<file path="config.mk">
export PLATFORM = sky130hd
export DESIGN_NAME = rlt_timer
export DESIGN_NICKNAME = d
export VERILOG_FILES = /design/src/rtl/rlt_pkg.sv /design/src/rtl/rlt_timer.sv
export SDC_FILE = /design/constraint.sdc
export NUM_CORES = 1
export LEC_CHECK = 0
export BUFFER_PORTS_ARGS = -buffer_cell sky130_fd_sc_hd__buf_2
export CAP_MARGIN = 40
export CORE_MARGIN = 1
export CORE_UTILIZATION = 45
export DETAILED_ROUTE_END_ITERATION = 16
export HOLD_SLACK_MARGIN = 0.03
export SETUP_SLACK_MARGIN = 0.15
export SLEW_MARGIN = 10
export SYNTH_ARGS = -nofsm -noshare
export SYNTH_HDL_FRONTEND = slang
export SYNTH_SLANG_ARGS = --single-unit
</file>
<file path="constraint.sdc">
create_clock -name i_mclk -period 5.44 [get_ports i_mclk]
set_clock_uncertainty 0.15 [all_clocks]
set_input_delay 0.816 -clock i_mclk [delete_from_list [all_inputs] [get_ports i_mclk]]
set_output_delay 0.816 -clock i_mclk [all_outputs]
set_load 0.01 [all_outputs]
</file>
<file path="src/rtl/rlt_pkg.sv">
/*
 * Package for the reloadable 8-bit up timer: register indices, field
 * positions, reset values, clock-source codes and prescaler divisors.
 * Assumes a plain single-cycle register port with 8-bit data.
 */
package rlt_pkg;

    // Register indices on the plain register port
    localparam logic [1:0] ADDR_MODE      = 2'h0;
    localparam logic [1:0] ADDR_COUNT     = 2'h1;
    localparam logic [1:0] ADDR_IRQ       = 2'h2;
    localparam logic [1:0] ADDR_CTRL      = 2'h3;

    // Mode register fields
    localparam int         MODE_RELOAD_BIT = 7;
    localparam logic [7:0] MODE_RSVD_MASK  = 8'h78;
    localparam logic [7:0] MODE_RESET      = 8'h78;
    localparam logic [2:0] SRC_RESET       = 3'h0;
    localparam logic [2:0] SRC_EVENT       = 3'h7;

    // Interrupt register fields: flag and enable
    localparam int         IRQ_FLAG_BIT   = 0;
    localparam int         IRQ_EN_BIT     = 1;

    // Control register fields: edge select, power state
    localparam int         CTRL_EDGE_BIT  = 0;
    localparam int         CTRL_HALT_BIT  = 1;

    localparam logic [7:0] COUNT_RESET    = 8'h00;
    localparam logic [7:0] RELOAD_RESET   = 8'h00;
    localparam logic [7:0] COUNT_MAX      = 8'hff;

    // Prescaler divisors per source code 0..6
    localparam int         DIV_0          = 8192;
    localparam int         DIV_1          = 2048;
    localparam int         DIV_2          = 512;
    localparam int         DIV_3          = 256;
    localparam int         DIV_4          = 64;
    localparam int         DIV_5          = 16;
    localparam int         DIV_6          = 4;
    localparam int         PRESCALE_W     = 13;

endpackage : rlt_pkg

</file>
<file path="src/rtl/rlt_timer.sv">
/*
 * Reloadable 8-bit up timer with interval and auto-reload modes and
 * external event counting.
 * Assumes a single-cycle register master on i_mclk and an asynchronous
 * event pin that is synchronised here.
 */
// Added by the designer: the address map and the address-and-strobe port.
`timescale 1ns/1ps

module rlt_timer
(
    // Clock and reset
    input  wire logic       i_mclk,
    input  wire logic       i_rst,
    // Register port
    input  wire logic [1:0] i_addr,
    input  wire logic [7:0] i_wdata,
    input  wire logic       i_wr,
    input  wire logic       i_rd,
    output logic      [7:0] o_rdata,
    // Event pin and interrupt request
    input  wire logic       i_event_input_pin,
    output logic            o_irq
);

    logic                    reload_mode_select;
    logic [2:0]              clock_source_sel;
    logic                    overflow_request_flag;
    logic                    overflow_irq_enable;
    logic                    event_edge_select;
    logic                    halt;
    logic [7:0]              count_value;
    logic [7:0]              reload_value;
    logic [rlt_pkg::PRESCALE_W-1:0] prescale;
    logic [rlt_pkg::PRESCALE_W-1:0] prescale_prev;
    logic                    pin_s1;
    logic                    pin_s2;
    logic                    pin_s3;
    logic                    tick;
    logic                    overflow;
    logic                    wr_mode;
    logic                    wr_count;
    logic                    wr_irq;
    logic                    wr_ctrl;

    // Falling edge of prescaler bit gives one pulse per divisor period
    function automatic logic div_pulse(input int div);
        div_pulse = prescale_prev[$clog2(div)-1]
                    & ~prescale[$clog2(div)-1];
    endfunction : div_pulse

    assign wr_mode  = i_wr && (i_addr == rlt_pkg::ADDR_MODE);
    assign wr_count = i_wr && (i_addr == rlt_pkg::ADDR_COUNT);
    assign wr_irq   = i_wr && (i_addr == rlt_pkg::ADDR_IRQ);
    assign wr_ctrl  = i_wr && (i_addr == rlt_pkg::ADDR_CTRL);

    // Free-running prescaler; stops only while halted
    always_ff @(posedge i_mclk)
    begin
        if (i_rst)
        begin
            prescale      <= '0;
            prescale_prev <= '0;
        end
        else if (!halt)
        begin
            prescale      <= prescale + 1'b1;
            prescale_prev <= prescale;
        end
    end

    // Two-stage synchroniser, third stage for edge detect
    always_ff @(posedge i_mclk)
    begin
        if (i_rst)
        begin
            pin_s1 <= 1'b0;
            pin_s2 <= 1'b0;
            pin_s3 <= 1'b0;
        end
        else
        begin
            pin_s1 <= i_event_input_pin;
            pin_s2 <= pin_s1;
            pin_s3 <= pin_s2;
        end
    end

    // Source select; every source is a one-cycle enable
    always_comb
    begin
        unique case (clock_source_sel)
            3'h0:    tick = div_pulse(rlt_pkg::DIV_0);
            3'h1:    tick = div_pulse(rlt_pkg::DIV_1);
            3'h2:    tick = div_pulse(rlt_pkg::DIV_2);
            3'h3:    tick = div_pulse(rlt_pkg::DIV_3);
            3'h4:    tick = div_pulse(rlt_pkg::DIV_4);
            3'h5:    tick = div_pulse(rlt_pkg::DIV_5);
            3'h6:    tick = div_pulse(rlt_pkg::DIV_6);
            // Edge select 1 = rising, 0 = falling
            default: tick = event_edge_select ? (pin_s2 & ~pin_s3)
                                              : (~pin_s2 & pin_s3);
        endcase
    end

    // Same overflow in both modes
    assign overflow = tick && !halt && (count_value == rlt_pkg::COUNT_MAX);

    // Mode register; retained in every power state
    always_ff @(posedge i_mclk)
    begin
        if (i_rst)
        begin
            reload_mode_select <= 1'b0;
            clock_source_sel   <= rlt_pkg::SRC_RESET;
        end
        else if (wr_mode)
        begin
            // Reserved bits are not stored
            reload_mode_select <= i_wdata[rlt_pkg::MODE_RELOAD_BIT];
            clock_source_sel   <= i_wdata[2:0];
        end
    end

    // Reload register, write-only at the counter address
    always_ff @(posedge i_mclk)
    begin
        if (i_rst)
            reload_value <= rlt_pkg::RELOAD_RESET;
        else if (wr_count)
            reload_value <= i_wdata;
    end

    // Counter
    always_ff @(posedge i_mclk)
    begin
        if (i_rst)
            count_value <= rlt_pkg::COUNT_RESET;
        else if (wr_count)
            count_value <= i_wdata;
        else if (overflow)
        begin
            // Reload gives 256 - reload input clocks per period
            if (reload_mode_select)
                count_value <= reload_value;
            else
                count_value <= '0;
        end
        else if (tick && !halt)
            count_value <= count_value + 8'h01;
    end

    // Overflow flag: set beats a software clear in the same cycle
    always_ff @(posedge i_mclk)
    begin
        if (i_rst)
            overflow_request_flag <= 1'b0;
        else if (overflow)
            overflow_request_flag <= 1'b1;
        else if (wr_irq && !i_wdata[rlt_pkg::IRQ_FLAG_BIT])
            overflow_request_flag <= 1'b0;
    end

    // Interrupt enable, edge select and power state
    always_ff @(posedge i_mclk)
    begin
        if (i_rst)
        begin
            overflow_irq_enable <= 1'b0;
            event_edge_select   <= 1'b0;
            halt                <= 1'b0;
        end
        else
        begin
            if (wr_irq)
                overflow_irq_enable <= i_wdata[rlt_pkg::IRQ_EN_BIT];
            if (wr_ctrl)
            begin
                event_edge_select <= i_wdata[rlt_pkg::CTRL_EDGE_BIT];
                // Written from the control register; stops the prescaler and the counter
                halt              <= i_wdata[rlt_pkg::CTRL_HALT_BIT];
            end
        end
    end

    // Interrupt request, gated by the enable
    always_ff @(posedge i_mclk)
    begin
        if (i_rst)
            o_irq <= 1'b0;
        else
            o_irq <= (overflow_request_flag || overflow)
                     && overflow_irq_enable;
    end

    // Read data, one cycle after the strobe; zero in cycles without a read
    always_ff @(posedge i_mclk)
    begin
        if (i_rst)
            o_rdata <= 8'h00;
        else if (i_rd)
        begin
            unique case (i_addr)
                rlt_pkg::ADDR_MODE:
                    o_rdata <= {reload_mode_select, 4'hf, clock_source_sel}
                               | rlt_pkg::MODE_RSVD_MASK;
                rlt_pkg::ADDR_COUNT:
                    o_rdata <= count_value;
                rlt_pkg::ADDR_IRQ:
                    o_rdata <= {6'h00, overflow_irq_enable,
                                overflow_request_flag};
                default:
                    o_rdata <= {6'h00, halt, event_edge_select};
            endcase
        end
        else
            o_rdata <= 8'h00;
    end

endmodule : rlt_timer

</file>
==> flow_metrics.env <==
export IMPL_outcome="finished clean"
export IMPL_finish_instance_area_sq_um=2750
export IMPL_hold_violations=0
export IMPL_n_antenna_cell=0
export IMPL_sequentialPowerShare_pct=60.3
export IMPL_dr_vias=1987
export IMPL_synth_flop_cell="dfxtp_1"
export IMPL_tightest_slew_ps=900.5
export IMPL_final_max_slew_violation_count=0
export IMPL_synth_area_sq_um=2521
export IMPL_nNetsFinal=310
export IMPL_cts_sink_count=56
export IMPL_synth_simple_gate_area_share_pct=23.72
export IMPL_worst_setup_hold_path_clk_slew_ps=90
export IMPL_clk_path_buf_depth=2
export IMPL_ys_ff_latch=56
export IMPL_routed_wire_length_per_instance_um=14.18
export IMPL_postCtsSetupRepairBufs=0
export IMPL_drt_total_wl_mm=5.162
export IMPL_cellPowerDensity_nw_per_um2=262.4
export IMPL_layout_worst_path_cycle_share_pct=45.40
export IMPL_ys_warnings_count=0
export IMPL_yosys_area_share_xor_xnor_pct=5.558
export IMPL_timing_slew_headroom_pct=39.84
export IMPL_die_height_um=76.85
export IMPL_hpwl_mm=3.618
export IMPL_numCtsBuffers=5
export IMPL_final_hold_worst_slack_ps=309.8
export IMPL_synth_seq_area_share_pct=44.47
export IMPL_power_switching_fraction_pct=23.64
export IMPL_cp_data_arrival_time_ps=2520
export IMPL_placedInstanceArea_sq_um=2660
export IMPL_post_cts_resize_count=0
export IMPL_drtIter0Drc=214
export IMPL_drt_drc_violations_left=0
export IMPL_tns_ps=0
export IMPL_antenna_found_initial=0
export IMPL_timing_hold_worst_class="reg2reg"
export IMPL_port_buffers=23
export IMPL_finalWeightedCongestion=0.8437
export IMPL_synth_mux_area_share_pct=8.288
export IMPL_final_min_clock_period_ps=2470
export IMPL_grt_setup_unrepaired="no"
export IMPL_number_of_enable_flip_flop_cells_after_synthesis=0
export IMPL_worstSkewPairLatency_ps=300
export IMPL_synth_top_family_by_area="simple AND/OR/NAND/NOR gates"
export IMPL_crit_required_ps=5490
export IMPL_synth_distinct_cells=48
export IMPL_design_core_area_sq_um=5238
export IMPL_cts_root_buf="clkbuf_8"
export IMPL_biggest_fanout_along_the_worst_timing_path=12
export IMPL_post_route_cells_drive_above_1_share_pct=14.29
export IMPL_synth_compound_gate_area_share_pct=12.31
export IMPL_drtPass1Iterations=4
export IMPL_routed_via_density=5.459
export IMPL_grt_start_max_net_pins=36
export IMPL_count_of_final_setup_violators=0
export IMPL_max_vdd_ir_drop_uv=112.0
export IMPL_synth_nets=293
export IMPL_die_width_um=76.85
export IMPL_synthesis_instances=276
export IMPL_pwr_share_clk_pct=31.5
export IMPL_cts_tree="done"
export IMPL_total_switching_power_w=0.0001706
export IMPL_cell_internal_pwr_w=0.0005510
export IMPL_worstSetupEndpointType="flip-flop"
export IMPL_leakage_power_nw=1.052
export IMPL_rows=26
export IMPL_grt_first_pass_wirelength_mm=8.935
export IMPL_post_cts_hold_buffer_count=0
export IMPL_drv_max_cap_violation_count=0
export IMPL_fmax_mhz=404.9
export IMPL_fp_dieArea_sq_um=5906
export IMPL_remaining_antenna_violation_count=0
export IMPL_synth_async_sr_flop_share_pct=0
export IMPL_h_tree_depth=2
export IMPL_mapped_avg_cell_area_sq_um=9.135
export IMPL_boundaryPins=24
export IMPL_grt_pass1_vias=1850
export IMPL_comb_power_share_pct=8.2
export IMPL_synth_fa_ha_area_share_pct=0.9926
export IMPL_initial_utilization_pct=48.14
export IMPL_path_class="reg2reg"
export IMPL_grt_overflow_total=0
export IMPL_area_growth_syn_to_layout_pct=9.082
export IMPL_grt_total_usage_pct=19.23
export IMPL_timing_critical_path_from_type="flip-flop"
## logic make-up after synthesis
logic type               Yosys count
buffers and inverters             22
AND/OR/NAND/NOR                  118
XOR/XNOR                          16
flip-flops                        56
multiplexers                      18
adder cells (fa/ha/maj)            2
AO/OA/AOI/OAI                     44
## final timing paths
check | startpoint | to | slack [ps] | cells past startpoint
max | count_value[0]$_SDFFE_PP0P_ | count_value[0]$_SDFFE_PP0P_ | 2970 | 6
min | pin_s1$_SDFF_PP0_ | pin_s2$_SDFF_PP0_ | 310 | 1
max reg2reg | count_value[0]$_SDFFE_PP0P_ | count_value[0]$_SDFFE_PP0P_ | 2970 | 6
min reg2reg | pin_s1$_SDFF_PP0_ | pin_s2$_SDFF_PP0_ | 310 | 1
## metrics by stage
stage	power [W]	util, %	cells	setup WS (ps)
3_5_place_dp	0.0005036	50.79	356	2991
2_1_floorplan	0.0004832	-	276	3373
5_1_grt	0.0007633	52.51	364	2771
6_report	0.0007216	52.51	364	2970
4_1_cts	0.0007326	52.51	364	2976
3_3_place_gp	0.0005010	50.41	355	2616
## routing by layer
metal | vias to the layer above | routed length [um] | track usage [%]
li1 | 1006 | - | -
met1 | 915 | 2696 | 27.44
met2 | 58 | 2094 | 27.59
met3 | 8 | 292 | 4.405
met4 | 0 | 78 | 7.885
met5 | - | 0 | 0
## placed cells by master, fill, tap and decap left out, types with 2 or more instances in the layout
master / count
nand2_1: 23
nand4b_1: 2
buf_2: 23
ha_1: 2
mux2i_1: 16
xor2_1: 6
nor3b_1: 2
nand3_1: 20
a31oi_1: 4
o221ai_1: 2
nand3b_1: 4
dfxtp_1: 56
clkbuf_1: 2
nor2b_1: 6
nor2_1: 38
inv_1: 6
o21ai_0: 6
nand4_1: 4
xnor2_1: 10
and3_1: 10
clkbuf_8: 6
a21oi_1: 19
## power groups by stage
stage | Clock (W) | Combinational (W) | Sequential [W]
2_1_floorplan | 0 | 0.0000443 | 0.000439
3_3_place_gp | 0 | 0.0000567 | 0.000444
3_5_place_dp | 0 | 0.0000589 | 0.000445
4_1_cts | 0.000239 | 0.0000590 | 0.000435
5_1_grt | 0.000259 | 0.0000667 | 0.000437
6_report | 0.000228 | 0.0000589 | 0.000435
## cell usage after synthesis, types with 4 or more instances
cell,instances,share of area (%)
a21oi_1,19,3.8
a31oi_1,4,0.99
and3_1,10,2.5
clkbuf_1,9,1.3
dfxtp_1,56,44
inv_1,6,0.89
mux2i_1,16,6.4
nand2_1,23,3.4
nand3_1,20,4.0
nand3b_1,4,1.2
nand4_1,4,0.99
nor2_1,38,5.7
nor2b_1,6,1.5
o21ai_0,6,1.2
xnor2_1,10,3.5
xor2_1,6,2.1
## area by class of cell
type,count,area [sq um]
inverters,7,26.28
flip-flops and latches,56,1121
clock buffers,8,90.09
multi-input cells,198,1282
fillers,519,2487
well taps,70,87.58
repair buffers,25,142.6
## registers in the layout (all words and copies together) (netlist names), 3 cells and up
register,cells
prescale,13
count_value,8
o_rdata,8
reload_value,8
prescale_prev,7
clock_source_sel,3
## worst max-delay path, stage by stage (launching register included)
cell and delay [ps]:
dfxtp_1 510, ha_1 350, nand3_1 100, nor2_1 600, o21ai_0 140, and3_1 210
a311o_1 300
Note: power is estimated with default switching activity, not from simulation.
